===== config.mk =====
export PLATFORM = sky130hd
export DESIGN_NAME = asm_top
export DESIGN_NICKNAME = d
export VERILOG_FILES = /design/src/asm_pkg.sv /design/src/asm_spi_slave.sv /design/src/asm_top.sv
export SDC_FILE = /design/constraint.sdc
export NUM_CORES = 1
export LEC_CHECK = 0
export BUFFER_PORTS_ARGS = -buffer_cell sky130_fd_sc_hd__clkbuf_2
export CAP_MARGIN = 20
export CORE_MARGIN = 4
export CORE_UTILIZATION = 54
export CTS_CLUSTER_SIZE = 25
export DETAILED_ROUTE_END_ITERATION = 10
export GPL_TIMING_DRIVEN = 0
export PLACE_DENSITY = 0.77
export SLEW_MARGIN = 15
export SYNTH_ARGS = -nofsm -noshare
export SYNTH_HDL_FRONTEND = slang
export SYNTH_SLANG_ARGS = --single-unit

===== constraint.sdc =====
create_clock -name i_ref_clk -period 4.55 [get_ports i_ref_clk]
set_input_delay 0.455 -clock i_ref_clk [delete_from_list [all_inputs] [get_ports i_ref_clk]]
set_output_delay 0.455 -clock i_ref_clk [all_outputs]
set_load 0.02 [all_outputs]

===== src/asm_pkg.sv =====
/*
  Shared constants for the converter serial output mode and digital reset block.
  Assumes one sample-clock domain; every file imports this package whole.
*/
`default_nettype none

package asm_pkg;

  // Register map, 13-bit serial-port addresses
  localparam logic [12:0] ADDR_PWR_MODE = 13'h008; // Power-mode register
  localparam logic [12:0] ADDR_FMT_CTRL = 13'h021; // serial_output_format_ctrl

  // Reset values
  localparam logic [7:0] FMT_RESET = 8'h30; // Two-lane DDR bytewise, 1x frame
  localparam logic [1:0] PWR_RESET = 2'h0;  // Normal operation

  // Format field positions
  localparam int FMT_ONE_LANE_BIT = 6; // One lane per channel, wordwise
  localparam int FMT_DDR_BIT = 5;      // DDR signalling
  localparam int FMT_BYTE_BIT = 4;     // Bytewise ordering
  localparam int FMT_DOUBLE_BIT = 2;   // Double frame rate

  // Power-mode field positions and codes
  localparam int PWR_BUSY_BIT = 7;   // Read only: init or settle running
  localparam int PWR_PIN_FN_BIT = 5; // Stored pin-function option
  localparam logic [1:0] PWR_NORMAL = 2'h0;
  localparam logic [1:0] PWR_DOWN = 2'h1;
  localparam logic [1:0] PWR_STANDBY = 2'h2;
  localparam logic [1:0] PWR_DRESET = 2'h3;

  // Serial word and link geometry
  localparam int CHANNELS = 4;
  localparam int serial_word_length = 16; // Bits per sample word
  localparam int SLOT_W = 4;              // Clock slots per frame, at most 16
  localparam logic [SLOT_W-1:0] FRAME_SHORT = 4'h8; // Two-lane DDR frame
  localparam logic [SLOT_W-1:0] FRAME_LONG = 4'hf;  // Last slot of 16-slot frame
  localparam logic [SLOT_W-1:0] FRAME_LAST_SHORT = 4'h7;

  // Serial control port framing
  localparam int INSTR_BITS = 16;
  localparam int DATA_BITS = 8;
  localparam int SPI_CNT_W = 5;
  localparam logic [SPI_CNT_W-1:0] SPI_DATA_FIRST = 5'h10; // First data bit index
  localparam logic [SPI_CNT_W-1:0] SPI_LAST = 5'h17;       // Last data bit index
  localparam logic [SPI_CNT_W-1:0] SPI_DONE = 5'h18;       // Beyond the transfer
  localparam int INSTR_RW_BIT = 15;                        // 1 = read

  // Settle time after reset release, in sample clock cycles
  localparam int RESUME_CYCLES_DEF = 2900000;
  localparam int WAIT_W = 22;

  // Sequencer states, one-hot
  typedef enum logic [3:0] {
    ST_INIT = 4'h1,   // Power-up initialization
    ST_RUN = 4'h2,    // Normal conversion
    ST_HALT = 4'h4,   // Power-down, standby or digital reset held
    ST_SETTLE = 4'h8  // Waiting after reset release
  } asm_state_e;

endpackage : asm_pkg

`default_nettype wire


===== src/asm_spi_slave.sv =====
/*
  Three-wire serial control port slave, oversampled by the sample clock.
  Assumes SCLK, CSB and SDIO are asynchronous pins; read data comes from the parent
  combinationally from o_addr.
*/
`default_nettype none

module asm_spi_slave
  import asm_pkg::*;
(
  input wire logic i_ref_clk,
  input wire logic i_sys_rst,
  input wire logic i_sclk,
  input wire logic i_csb_n,
  input wire logic i_sdio,
  input wire logic [DATA_BITS-1:0] i_rdata,
  output logic o_sdio,
  output logic o_sdio_oe,
  output logic o_wr,
  output logic [12:0] o_addr,
  output logic [DATA_BITS-1:0] o_wdata
);

  // Synchronisers: stage a feeds stage b only
  logic [2:0] sync_a;
  logic [2:0] sync_b;
  logic sclk_prev; // Delayed sclk for edge detection
  logic [SPI_CNT_W-1:0] cnt; // Bit position in transfer
  logic [INSTR_BITS-1:0] instr; // Instruction shift register
  logic [DATA_BITS-1:0] data; // Write data shift register
  logic sdo; // Read bit driven out
  logic sdo_oe; // Read drive enable
  logic wr; // One-cycle write strobe
  logic [SPI_CNT_W-1:0] next_cnt;
  logic [INSTR_BITS-1:0] next_instr;
  logic [DATA_BITS-1:0] next_data;
  logic next_sdo;
  logic next_sdo_oe;
  logic next_wr;
  logic rise;
  logic fall;
  logic [SPI_CNT_W-1:0] rd_idx;

  assign rise = sync_b[0] & ~sclk_prev;
  assign fall = ~sync_b[0] & sclk_prev;
  assign rd_idx = SPI_LAST - cnt;

  // Next state of the shifter
  always_comb
  begin
    next_cnt = cnt;
    next_instr = instr;
    next_data = data;
    next_sdo = sdo;
    next_sdo_oe = sdo_oe;
    next_wr = 1'b0;
    if (sync_b[1])
    begin
      // Chip select idle: abort any transfer
      next_cnt = '0;
      next_sdo_oe = 1'b0;
    end
    else if (rise && cnt < SPI_DONE)
    begin
      // Capture on rising edge, MSB first
      if (cnt < SPI_DATA_FIRST)
        next_instr = {instr[INSTR_BITS-2:0], sync_b[2]};
      else
        next_data = {data[DATA_BITS-2:0], sync_b[2]};
      next_cnt = cnt + 1'b1;
      // Write lands on last data bit, no wait needed before the next one [RULE10]
      if (cnt == SPI_LAST && !instr[INSTR_RW_BIT])
        next_wr = 1'b1;
    end
    else if (fall)
    begin
      // Read bits launched on falling edge
      if (instr[INSTR_RW_BIT] && cnt >= SPI_DATA_FIRST && cnt < SPI_DONE)
      begin
        next_sdo_oe = 1'b1;
        next_sdo = i_rdata[rd_idx[2:0]];
      end
      else
        next_sdo_oe = 1'b0;
    end
  end

  // Registers only
  always_ff @(posedge i_ref_clk or posedge i_sys_rst)
  begin
    if (i_sys_rst)
    begin
      sync_a <= 3'h2;
      sync_b <= 3'h2;
      sclk_prev <= 1'b0;
      cnt <= '0;
      instr <= '0;
      data <= '0;
      sdo <= 1'b0;
      sdo_oe <= 1'b0;
      wr <= 1'b0;
    end
    else
    begin
      sync_a <= {i_sdio, i_csb_n, i_sclk};
      sync_b <= sync_a;
      sclk_prev <= sync_b[0];
      cnt <= next_cnt;
      instr <= next_instr;
      data <= next_data;
      sdo <= next_sdo;
      sdo_oe <= next_sdo_oe;
      wr <= next_wr;
    end
  end

  assign o_sdio = sdo;
  assign o_sdio_oe = sdo_oe;
  assign o_wr = wr;
  assign o_addr = instr[12:0];
  assign o_wdata = data;

endmodule : asm_spi_slave

`default_nettype wire


===== src/asm_top.sv =====
/*
  Output serializer for a four-channel 16-bit converter, with its register port
  and power-up / digital reset sequencer.
  Assumes one sample clock drives everything; the serial control pins are
  asynchronous and oversampled; each clock is one serial slot of the link.
*/
// How it works
// RULE1 - 0x30: two-lane DDR bytewise, 4x bit clock
// RULE2 - 0x20: two-lane DDR bitwise, 4x bit clock
// RULE3 - 0x10: two-lane SDR bytewise, 8x bit clock
// RULE4 - 0x00: two-lane SDR bitwise, 8x bit clock
// RULE5 - Bit 2 set doubles the frame rate; the code ignores it in one-lane mode
// RULE6 - 0x40: one DDR lane, wordwise, 8x clock
// RULE7 - Power-up runs an initialization sequence first
// RULE8 - Controller supplies stable clock, else resets again
// RULE9 - Digital reset: write 0x03 then 0x00 to 0x08
// RULE10 - Release write may follow immediately
// RULE11 - Resume only after 2.9 million cycles
// RULE12 - Zero sample data while reset completes
// RULE13 - Controller keeps serial port quiet when critical
// RULE14 - Mode 11 resets datapath, keeps port; 00 runs
`default_nettype none

module asm_top
  import asm_pkg::*;
#(
  parameter int RESUME_CYCLES = RESUME_CYCLES_DEF // Settle and init length
)
(
  input wire logic i_ref_clk,
  input wire logic i_sys_rst,
  input wire logic i_sclk,
  input wire logic i_csb_n,
  input wire logic i_sdio,
  output logic o_sdio,
  output logic o_sdio_oe,
  input wire logic [CHANNELS-1:0][serial_word_length-1:0] i_sample,
  output logic o_sample_take,
  output logic [CHANNELS-1:0] o_lane0,
  output logic [CHANNELS-1:0] o_lane1,
  output logic o_bit_clock_out,
  output logic o_frame_clock_out,
  output logic o_busy
);

  localparam logic [WAIT_W-1:0] WAIT_LAST = WAIT_W'(RESUME_CYCLES - 1);

  // Pick the bit for one lane at one slot
  function automatic logic lane_bit(input logic [serial_word_length-1:0] word,
                                    input logic [SLOT_W-1:0] k,
                                    input logic one_lane,
                                    input logic bytewise,
                                    input logic upper);
    logic [SLOT_W-1:0] idx;
    idx = '0;
    if (one_lane)
      idx = SLOT_W'(serial_word_length - 1) - k; // Whole word MSB first [RULE6]
    else if (bytewise)
      idx = upper ? FRAME_LONG - k : FRAME_LAST_SHORT - k; // Byte per lane [RULE1] [RULE3]
    else
      idx = upper ? FRAME_LONG - {k[2:0], 1'b0} : (FRAME_LONG - 1'b1) - {k[2:0], 1'b0}; // [RULE2] [RULE4]
    return word[idx];
  endfunction : lane_bit

  // Register port
  logic spi_wr; // Write strobe
  logic [12:0] spi_addr; // Current address
  logic [DATA_BITS-1:0] spi_wdata; // Write data
  logic [DATA_BITS-1:0] rdata; // Read mux

  // Stored controls
  logic [DATA_BITS-1:0] fmt; // serial_output_format_ctrl
  logic [1:0] pwr_mode; // Power mode field
  logic pin_fn; // Stored pin-function option
  logic [DATA_BITS-1:0] next_fmt;
  logic [1:0] next_pwr_mode;
  logic next_pin_fn;

  // Sequencer
  asm_state_e state; // Current sequencer state
  asm_state_e next_state;
  logic [WAIT_W-1:0] wait_cnt; // Init and settle counter
  logic [WAIT_W-1:0] next_wait_cnt;

  // Serializer
  logic [SLOT_W-1:0] slot; // Clock slot within frame
  logic [SLOT_W-1:0] next_slot;
  logic [CHANNELS-1:0][serial_word_length-1:0] word; // Words being sent
  logic [CHANNELS-1:0][serial_word_length-1:0] next_word;
  logic [CHANNELS-1:0] lane0;
  logic [CHANNELS-1:0] lane1;
  logic [CHANNELS-1:0] next_lane0;
  logic [CHANNELS-1:0] next_lane1;
  logic bit_clock_out;
  logic frame_clock_out;
  logic next_dco;
  logic next_fco;
  logic take;
  logic next_take;
  logic [DATA_BITS-1:0] fmt_live; // Format in force, swapped only at a frame end
  logic [DATA_BITS-1:0] next_fmt_live;
  logic [CHANNELS-1:0] lane0_bits; // Per-channel lane bit selection
  logic [CHANNELS-1:0] lane1_bits;

  // Decoded format fields
  logic one_lane;
  logic ddr;
  logic bytewise;
  logic dbl;
  logic [SLOT_W-1:0] last_slot; // Final slot of a frame
  logic [SLOT_W-1:0] half; // Half-frame length
  logic [SLOT_W-1:0] bit_k; // Bit position on each lane
  logic clocks_on; // Link clocks running
  logic data_on; // Real samples allowed on link

  // Decoded from the live copy, so no frame ever mixes two formats
  assign one_lane = fmt_live[FMT_ONE_LANE_BIT];
  assign ddr = fmt_live[FMT_DDR_BIT] | one_lane; // One-lane mode is always DDR [RULE6]
  assign bytewise = fmt_live[FMT_BYTE_BIT];
  assign dbl = fmt_live[FMT_DOUBLE_BIT] & ~one_lane;

  // Two-lane DDR packs 8 bits into 8 slots: 4 bit-clock periods per sample.
  // SDR and one-lane need 16 slots: 8 bit-clock periods per sample.
  assign last_slot = (ddr && !one_lane) ? FRAME_LAST_SHORT : FRAME_LONG; // [RULE1] [RULE3] [RULE6]
  assign half = (ddr && !one_lane) ? (FRAME_SHORT >> 1) : FRAME_SHORT;
  assign bit_k = ddr ? slot : (slot >> 1); // SDR holds each bit two slots [RULE3] [RULE4]

  // Datapath clocks stop in halt; they run through settle with zero data
  assign clocks_on = (state == ST_RUN) || (state == ST_SETTLE); // [RULE14]
  assign data_on = (state == ST_RUN); // [RULE12]

  asm_spi_slave u_spi (
    .i_ref_clk(i_ref_clk),
    .i_sys_rst(i_sys_rst),
    .i_sclk(i_sclk),
    .i_csb_n(i_csb_n),
    .i_sdio(i_sdio),
    .i_rdata(rdata),
    .o_sdio(o_sdio),
    .o_sdio_oe(o_sdio_oe),
    .o_wr(spi_wr),
    .o_addr(spi_addr),
    .o_wdata(spi_wdata)
  );

  // Read mux; unmapped addresses read zero
  always_comb
  begin
    rdata = '0;
    case (spi_addr)
      ADDR_PWR_MODE:
      begin
        rdata[1:0] = pwr_mode;
        rdata[PWR_PIN_FN_BIT] = pin_fn;
        rdata[PWR_BUSY_BIT] = o_busy; // Shows sequencer still waiting
      end
      ADDR_FMT_CTRL: rdata = fmt;
      default: rdata = '0;
    endcase
  end

  // Register writes; the port itself is never reset by mode 11
  always_comb
  begin
    next_fmt = fmt;
    next_pwr_mode = pwr_mode;
    next_pin_fn = pin_fn;
    if (spi_wr)
    begin
      case (spi_addr)
        ADDR_FMT_CTRL: next_fmt = spi_wdata; // Steers the serializer [RULE1]
        ADDR_PWR_MODE:
        begin
          next_pwr_mode = spi_wdata[1:0]; // 11 asserts, 00 releases reset [RULE9] [RULE14]
          next_pin_fn = spi_wdata[PWR_PIN_FN_BIT];
        end
        default: next_fmt = fmt; // Writes elsewhere ignored
      endcase
    end
  end

  always_ff @(posedge i_ref_clk or posedge i_sys_rst)
  begin
    if (i_sys_rst)
    begin
      fmt <= FMT_RESET;
      pwr_mode <= PWR_RESET;
      pin_fn <= 1'b0;
    end
    else
    begin
      fmt <= next_fmt;
      pwr_mode <= next_pwr_mode;
      pin_fn <= next_pin_fn;
    end
  end

  // Sequencer: init after power-up, halt on any non-normal mode, settle after release
  always_comb
  begin
    next_state = state;
    next_wait_cnt = wait_cnt;
    case (state)
      ST_INIT:
      begin
        // Bias and register setup time; a clean clock is assumed here [RULE7] [RULE8]
        if (pwr_mode != PWR_NORMAL)
        begin
          next_state = ST_HALT;
          next_wait_cnt = '0;
        end
        else if (wait_cnt == WAIT_LAST)
          next_state = ST_RUN;
        else
          next_wait_cnt = wait_cnt + 1'b1;
      end
      ST_RUN:
      begin
        if (pwr_mode != PWR_NORMAL)
          next_state = ST_HALT; // [RULE14]
      end
      ST_HALT:
      begin
        next_wait_cnt = '0;
        if (pwr_mode == PWR_NORMAL)
          next_state = ST_SETTLE; // Release starts the long wait [RULE11]
      end
      ST_SETTLE:
      begin
        if (pwr_mode != PWR_NORMAL)
        begin
          next_state = ST_HALT; // A new reset restarts the wait
          next_wait_cnt = '0;
        end
        else if (wait_cnt == WAIT_LAST)
          next_state = ST_RUN; // One cycle in halt plus RESUME_CYCLES of settle after release [RULE11]
        else
          next_wait_cnt = wait_cnt + 1'b1;
      end
      default:
      begin
        next_state = ST_INIT;
        next_wait_cnt = '0;
      end
    endcase
  end

  always_ff @(posedge i_ref_clk or posedge i_sys_rst)
  begin
    if (i_sys_rst)
    begin
      state <= ST_INIT;
      wait_cnt <= '0;
    end
    else
    begin
      state <= next_state;
      wait_cnt <= next_wait_cnt;
    end
  end

  // Serializer: slot counter, sample capture and lane bits
  always_comb
  begin
    next_slot = slot;
    next_word = word;
    next_take = 1'b0;
    next_lane0 = '0;
    next_lane1 = '0;
    next_dco = 1'b0;
    next_fco = 1'b0;
    next_fmt_live = fmt_live;
    if (!clocks_on)
    begin
      // Halted: counter cleared, words flushed, link quiet [RULE14]
      next_slot = '0;
      next_word = '0;
    end
    else
    begin
      // Frame boundary: load next sample set, zeros while settling [RULE12]
      if (slot >= last_slot)
      begin
        next_slot = '0;
        next_word = data_on ? i_sample : '0;
        next_take = data_on;
        next_fmt_live = fmt; // A new format starts on a whole frame [RULE5]
      end
      else
        next_slot = slot + 1'b1;
      // Bit clock toggles every slot: DDR edge per bit, SDR period per bit
      next_dco = slot[0]; // [RULE1] [RULE3] [RULE6]
      // Frame clock: one pulse per frame, or two in double mode [RULE5]
      if (dbl)
        next_fco = (slot & (half - 1'b1)) < (half >> 1);
      else
        next_fco = slot < half;
    end
    // Lane bits for every channel
    for (int c = 0; c < CHANNELS; c++)
    begin
      next_lane1[c] = lane1_bits[c];
      next_lane0[c] = lane0_bits[c];
    end
  end

  // Per-channel lane bit selection
  genvar gc;
  generate
    for (gc = 0; gc < CHANNELS; gc++)
    begin : g_chan
      // Second lane carries the high byte or odd bits; idle in one-lane mode
      assign lane1_bits[gc] = clocks_on && !one_lane &&
                              lane_bit(word[gc], bit_k, one_lane, bytewise, 1'b1);
      assign lane0_bits[gc] = clocks_on && lane_bit(word[gc], bit_k, one_lane, bytewise, 1'b0);
    end
  endgenerate

  always_ff @(posedge i_ref_clk or posedge i_sys_rst)
  begin
    if (i_sys_rst)
    begin
      slot <= '0;
      word <= '0;
      take <= 1'b0;
      lane0 <= '0;
      lane1 <= '0;
      bit_clock_out <= 1'b0;
      frame_clock_out <= 1'b0;
      fmt_live <= FMT_RESET;
    end
    else
    begin
      slot <= next_slot;
      word <= next_word;
      take <= next_take;
      lane0 <= next_lane0;
      lane1 <= next_lane1;
      bit_clock_out <= next_dco;
      frame_clock_out <= next_fco;
      fmt_live <= next_fmt_live;
    end
  end

  // Outputs from flip-flops, except o_busy, which is decoded from state
  assign o_lane0 = lane0;
  assign o_lane1 = lane1;
  assign o_bit_clock_out = bit_clock_out;
  assign o_frame_clock_out = frame_clock_out;
  assign o_sample_take = take;
  assign o_busy = (state == ST_INIT) || (state == ST_SETTLE); // Still initializing or settling after reset release [RULE7] [RULE11]

endmodule : asm_top

`default_nettype wire


## Yosys cells after proc, flatten, opt, wreduce, memory -nomap -nowiden

Index checks and enable logic that the tools add are counted.

| word-level totals | value |
|---|---|
| register bits after elaboration | 162 |

| cells by class | value |
|---|---|
| bitwise logic cells | 12 |
| eq/ne operators | 14 |
| reduce and logical (&&, ||, !) cells | 32 |
| order comparisons | 9 |
| multiplexer cells | 57 |
| $add $sub $neg | 9 |

Operators by type and width:

| cell | count |
|---|---|
| $mux 64 | 3 |
| $mux 4 | 13 |
| $mux 22 | 2 |
| $pmux 22 s2 | 1 |
| $bmux 1 s4 | 8 |
| $add 22x1->22 const B | 1 |
| $eq 22x22->1 const B | 1 |
| $mux 1 | 22 |
| $logic_and 1x1->1 | 14 |
| $eq 13x4->1 const B | 1 |
| $eq 13x6->1 const B | 1 |
| $pmux 4 s3 | 1 |
| $sub 4x4->4 const A | 3 |
| $lt 4x5->1 const B | 2 |
| $lt 5x5->1 const B | 2 |
| $mux 5 | 2 |
| $reduce_and 2->1 | 5 |
| $reduce_and 3->1 | 3 |
| $not 1->1 | 7 |
| $ne 2x1->1 const B | 3 |
| $reduce_bool 2->1 | 3 |
| $add 5x1->5 const B | 1 |
| $eq 5x5->1 const B | 1 |
| $ge 5x5->1 const B | 1 |
| other kinds (27) | 32 |

## Logic depth before layout (Yosys ltp)

| logic depth | value |
|---|---|
| depth in word-level cells | 8 |
| gate-level depth with buffers | 9 |
| gate-level depth less buffers | 7 |

## Modules after synthesis

From an unflattened synthesis, not the netlist that was laid out.

| unflattened totals | value |
|---|---|
| cell total of the unflattened synthesis | 688 |
| area, all modules | 8003.9 sq um |

By module, submodules not included:

| module | cells an instance | times used | sequential area each (sq um) | area each (sq um) |
|---|---|---|---|---|
| asm_top | 561 | 1 | 3009.1 | 6261.0 |
| asm_spi_slave | 127 | 1 | 978.4 | 1742.9 |

## Worst setup path before layout

Ideal clock, no wire load.

| timing path | value |
|---|---|
| path type | reg-to-reg |
| start point | register fmt_live[6] |
| end point | register word[10] (netlist name) |
| setup time | 0.066 ns |
| cell stages (with the launch flop) | 10 |
| period minus slack after synthesis | 2.235 ns |
| buffers on the path | 3 |
| data arrival time | 2.169 ns |
| setup slack | 2.315 ns |
| cell sequence | dfrtp_1 buf_2 nand2b_1 inv_1 ha_1 a31oi_1 and3_1 clkbuf_1 buf_1 a22o_1 |

| on the way | value |
|---|---|
| longest elaborated chain between the ends | 5 |
| elaborated cells between the ends (all ways) | 6 |
| those cells by class | 1 x order compare; 1 x eq/ne; 1 x mux; 1 x bitwise; 2 x reduce/logical |

RTL lines:

| what | line | text |
|---|---|---|
| start, declared | asm_top.sv:100 | `logic [DATA_BITS-1:0] fmt_live;` |
| start signal, assigned | asm_top.sv:341 | `fmt_live <= next_fmt_live;` |
| $or 1x1->1 or $logic_not 1->1 (tied branches) | asm_top.sv:118, asm_top.sv:124 |  |
| $logic_and 1x1->1 * | asm_top.sv:124 | `assign last_slot = (ddr && !one_lane) ? FRAME_LAST_SHORT : FRAME_LONG;` |
| $mux 4 * | asm_top.sv:124 |  |
| $ge 4x4->1 * | asm_top.sv:282 | `if (slot >= last_slot)` |
| $ne 2x1->1 (no source line) * | - |  |
| end signal, assigned | asm_top.sv:335 | `word <= next_word;` |
| end, declared | asm_top.sv:88 | `logic [CHANNELS-1:0][serial_word_length-1:0] word;` |

Mark *: on every way between the ends. The rest lies on a longest branch, timed or not.
A chain may end at the register's enable or synchronous reset.

## Worst setup path after layout

| timing path | value |
|---|---|
| start point | register fmt_live[6] |
| end point | register word[19] (netlist name) |

The elaborated chain is that of the path after synthesis.

==> impl_metrics.py <==
metrics = {
    "outcome": {
        "status": "finished clean",
    },
    "sta": {
        "finalMaxSlewViolations": 0,
        "final-setup-viol-count": 0,
        "finalHoldViolCount": 0,
        "worst_slew_pin_slew_ns": 0.8763,
        "clock_skew_ns": 0.01147,
        "min_period_over_period": 0.6674,
        "fin_tns_setup_ns": 0,
        "rsz0062_at_grt": "no",
        "max_freq_ghz": 0.3293,
        "setup_ws_ns": 1.513,
        "relSlewSlack": 0.4123,
        "post-route-min-period_ns": 3.037,
    },
    "setup_path": {
        "critPathKind": "flip-flop to flip-flop",
        "worstPathRequired_ns": 4.92,
        "path_max_fanout": 10,
        "cp-end-kind": "flip-flop",
        "arrival_ns": 3.41,
        "start_kind": "flip-flop",
    },
    "cts": {
        "clk_latency_ns": 0.44,
        "holdBufCountCts": 0,
        "cts_buffers": 17,
        "cts.repair.resized": 0,
        "clk_pin_slew_ns": 0.07,
        "h-tree-depth": 4,
        "cts_num_sinks": 159,
        "cts-root-buf": "clkbuf_16",
        "clockBufferDepth": 2,
        "post_cts_buffers": 0,
        "cts_tree": "yes",
    },
    "floorplanning": {
        "ios": 83,
        "core_um2": 14530,
        "die_w_um": 129.8,
        "initial_core_util": 0.5513,
        "rows": 44,
        "die_h_um": 129.8,
        "design.die.area_um2": 16850,
    },
    "synth": {
        "syn_area_um2": 8013,
        "async_flop_share": 1.000,
        "synth_top_area_frac": 0.4747,
        "synth_most_common_cell": "dfrtp_1",
        "ys_types": 64,
        "synthCells": 772,
        "syn_nets": 846,
        "synth.largest_area_cell": "dfrtp_1",
        "synthFlopType": "dfrtp_1",
        "synth.top_cells.by_count": "dfrtp_1 (152), nand3_1 (66), a22o_1 (64), nand2_1 (60), mux2_2 (43)",
        "ys_warn_count": 0,
        "avgSynthCellArea_um2": 10.38,
        "synth_area_leaders": "dfrtp_1 (47%), a22o_1 (7.0%), mux2_2 (6.0%)",
        "seq_area_frac_synth": 0.4977,
        "ys_ff_latch": 159,
        "synth-edff-count": 0,
    },
    "power": {
        "power_density_nw_per_um2": 331.1,
        "seqPwrFrac": 0.477,
        "max-vdd-ir-drop_mv": 0.2910,
        "p_clk_frac": 0.476,
        "switching_share": 0.2642,
        "p_leak_nw": 4.313,
        "switchingPower_w": 0.0008194,
        "intPower_w": 0.002282,
        "power_frac_comb": 0.047,
    },
    "finish": {
        "utilization": 0.6446,
        "num-nets-final": 951,
        "drive_gt1_frac": 0.2202,
        "area_growth_pct": 16.93,
        "insertedDiodeCount": 0,
        "fillers": 1205,
    },
    "grt": {
        "busiest_layer": "met2",
        "grt_max_degree": 38,
        "track_usage": 0.2505,
        "grt_pass1_vias": 6547,
        "grt_util_met1": 0.3648,
        "grt_first_pass_wirelength_um": 33310,
        "globalRouteMet3Util": 0.06754,
        "grt_overflow_total": 0,
        "antenna_found_initial": 0,
        "grt_util_met2": 0.3706,
    },
    "routing": {
        "drt_pre_antenna_iters": 5,
        "postRouteWirelength_um": 20270,
        "via_per_inst": 6.236,
        "routedWlPerCell_um": 18.88,
        "vias": 6697,
        "drt_iter0_markers": 634,
        "drc": 0,
        "drt.antenna.violating_nets": 0,
    },
    "placement": {
        "portBuffers": 82,
        "place_ws_ns": 1.580,
        "hpwlAfterDp_um": 14180,
        "place.gp.congestion": 0.9220,
    },
    "hold_path": {
        "worstHoldPathType": "input port to asynchronous set/reset pin",
    },
    "flow_run": {
        "maxCapViolations": 0,
    },
}
==> cells by family after synthesis <==
kind of cell / count (synthesis) / synth area share
XOR/XNOR: 20 / 0.02186
multiplexers: 63 / 0.08698
adder cells (fa/ha/maj): 5 / 0.007808
flip-flops: 159 / 0.4977
buffers and inverters: 70 / 0.03732
AND/OR/NAND/NOR: 271 / 0.1761
AO/OA/AOI/OAI: 184 / 0.1722
==> state kept, by name (all words and copies together) (netlist names), 5 cells and up <==
signal	flops
u_spi.cnt	5
wait_cnt	22
u_spi.instr	16
fmt	8
word	64
u_spi.o_wdata	8
==> metal layers <==
layer	up-vias	wire, um
li1	3099	-
met1	3248	9109
met2	309	8967
met3	41	1777
met4	0	418
met5	-	0
==> critical path, cell delays in order (launching register included) <==
cell	delay, ns
dfrtp_1	0.43
buf_2	0.24
nand2b_1	0.16
inv_1	0.05
ha_1	0.27
a31oi_1	0.14
nor3_1	0.39
clkbuf_1	0.60
clkbuf_1	0.47
a22o_1	0.21
==> cell usage in the layout (no fill, tap or decap), types with 13 or more instances in the layout <==
| cell type | count |
|---|---|
| and3_1 | 18 |
| nor4_1 | 14 |
| a21oi_1 | 15 |
| dfrtp_1 | 152 |
| xnor2_1 | 17 |
| o21ai_0 | 37 |
| inv_1 | 13 |
| nand3_1 | 66 |
| clkbuf_2 | 82 |
| mux2_2 | 43 |
| nand2_1 | 60 |
| a22o_1 | 64 |
| nand4_1 | 18 |
| nor2_1 | 41 |
| mux2i_1 | 19 |
| clkbuf_1 | 36 |
| clkbuf_16 | 17 |
==> path summary, 6_finish.rpt <==
check	from	to	slack (ns)	cells after the start
min in group i_ref_clk	i_csb_n	u_spi.sync_a[1]	0.09	1
min	i_sys_rst	word[7]	0.09	2
max reg2reg	fmt_live[6]	word[19]	1.51	9
max	fmt_live[6]	word[19]	1.51	9
min reg2reg	u_spi.sync_a[2]	u_spi.sync_b[2]	0.35	0
max in group asynchronous	i_sys_rst	word[56]	3.41	5
==> cell type report <==
| cell class | instances | area (um2) | area share |
|---|---|---|---|
| clock buffer | 17 | 425.4 | 0.04541 |
| timing repair buffer | 86 | 490.5 | 0.05235 |
| clock inverter | 15 | 206.4 | 0.02204 |
| multi-input combinational | 543 | 3726 | 0.3977 |
| tap | 184 | 230.2 | 0.02457 |
| sequential | 159 | 3988 | 0.4256 |
| inverter | 14 | 56.30 | 0.006010 |
| buffer | 56 | 246.5 | 0.02631 |
==> through the flow <==
step / cells / hold WS, ns / power, W / cell area (um2)
6_report: 1074 / 0.08518 / 0.003102 / 9369
5_1_grt: 1074 / 0.08018 / 0.003204 / 9369
4_1_cts: 1074 / 0.08017 / 0.003123 / 9369
3_5_place_dp: 1042 / 0.3347 / 0.001654 / 8737
3_3_place_gp: 1038 / 0.3323 / 0.001641 / 8657
2_1_floorplan: 772 / 0.3312 / 0.001587 / 8016
==> power by group through the flow <==
stage / Sequential, W / Combinational, W / Clock, W
3_5_place_dp: 0.00151 / 0.000147 / 0
3_3_place_gp: 0.00151 / 0.000136 / 0
5_1_grt: 0.00149 / 0.000166 / 0.00155
2_1_floorplan: 0.00150 / 0.0000886 / 0
4_1_cts: 0.00148 / 0.000149 / 0.00149
6_report: 0.00148 / 0.000146 / 0.00148
No activity file was read; power rests on OpenSTA's default activity.
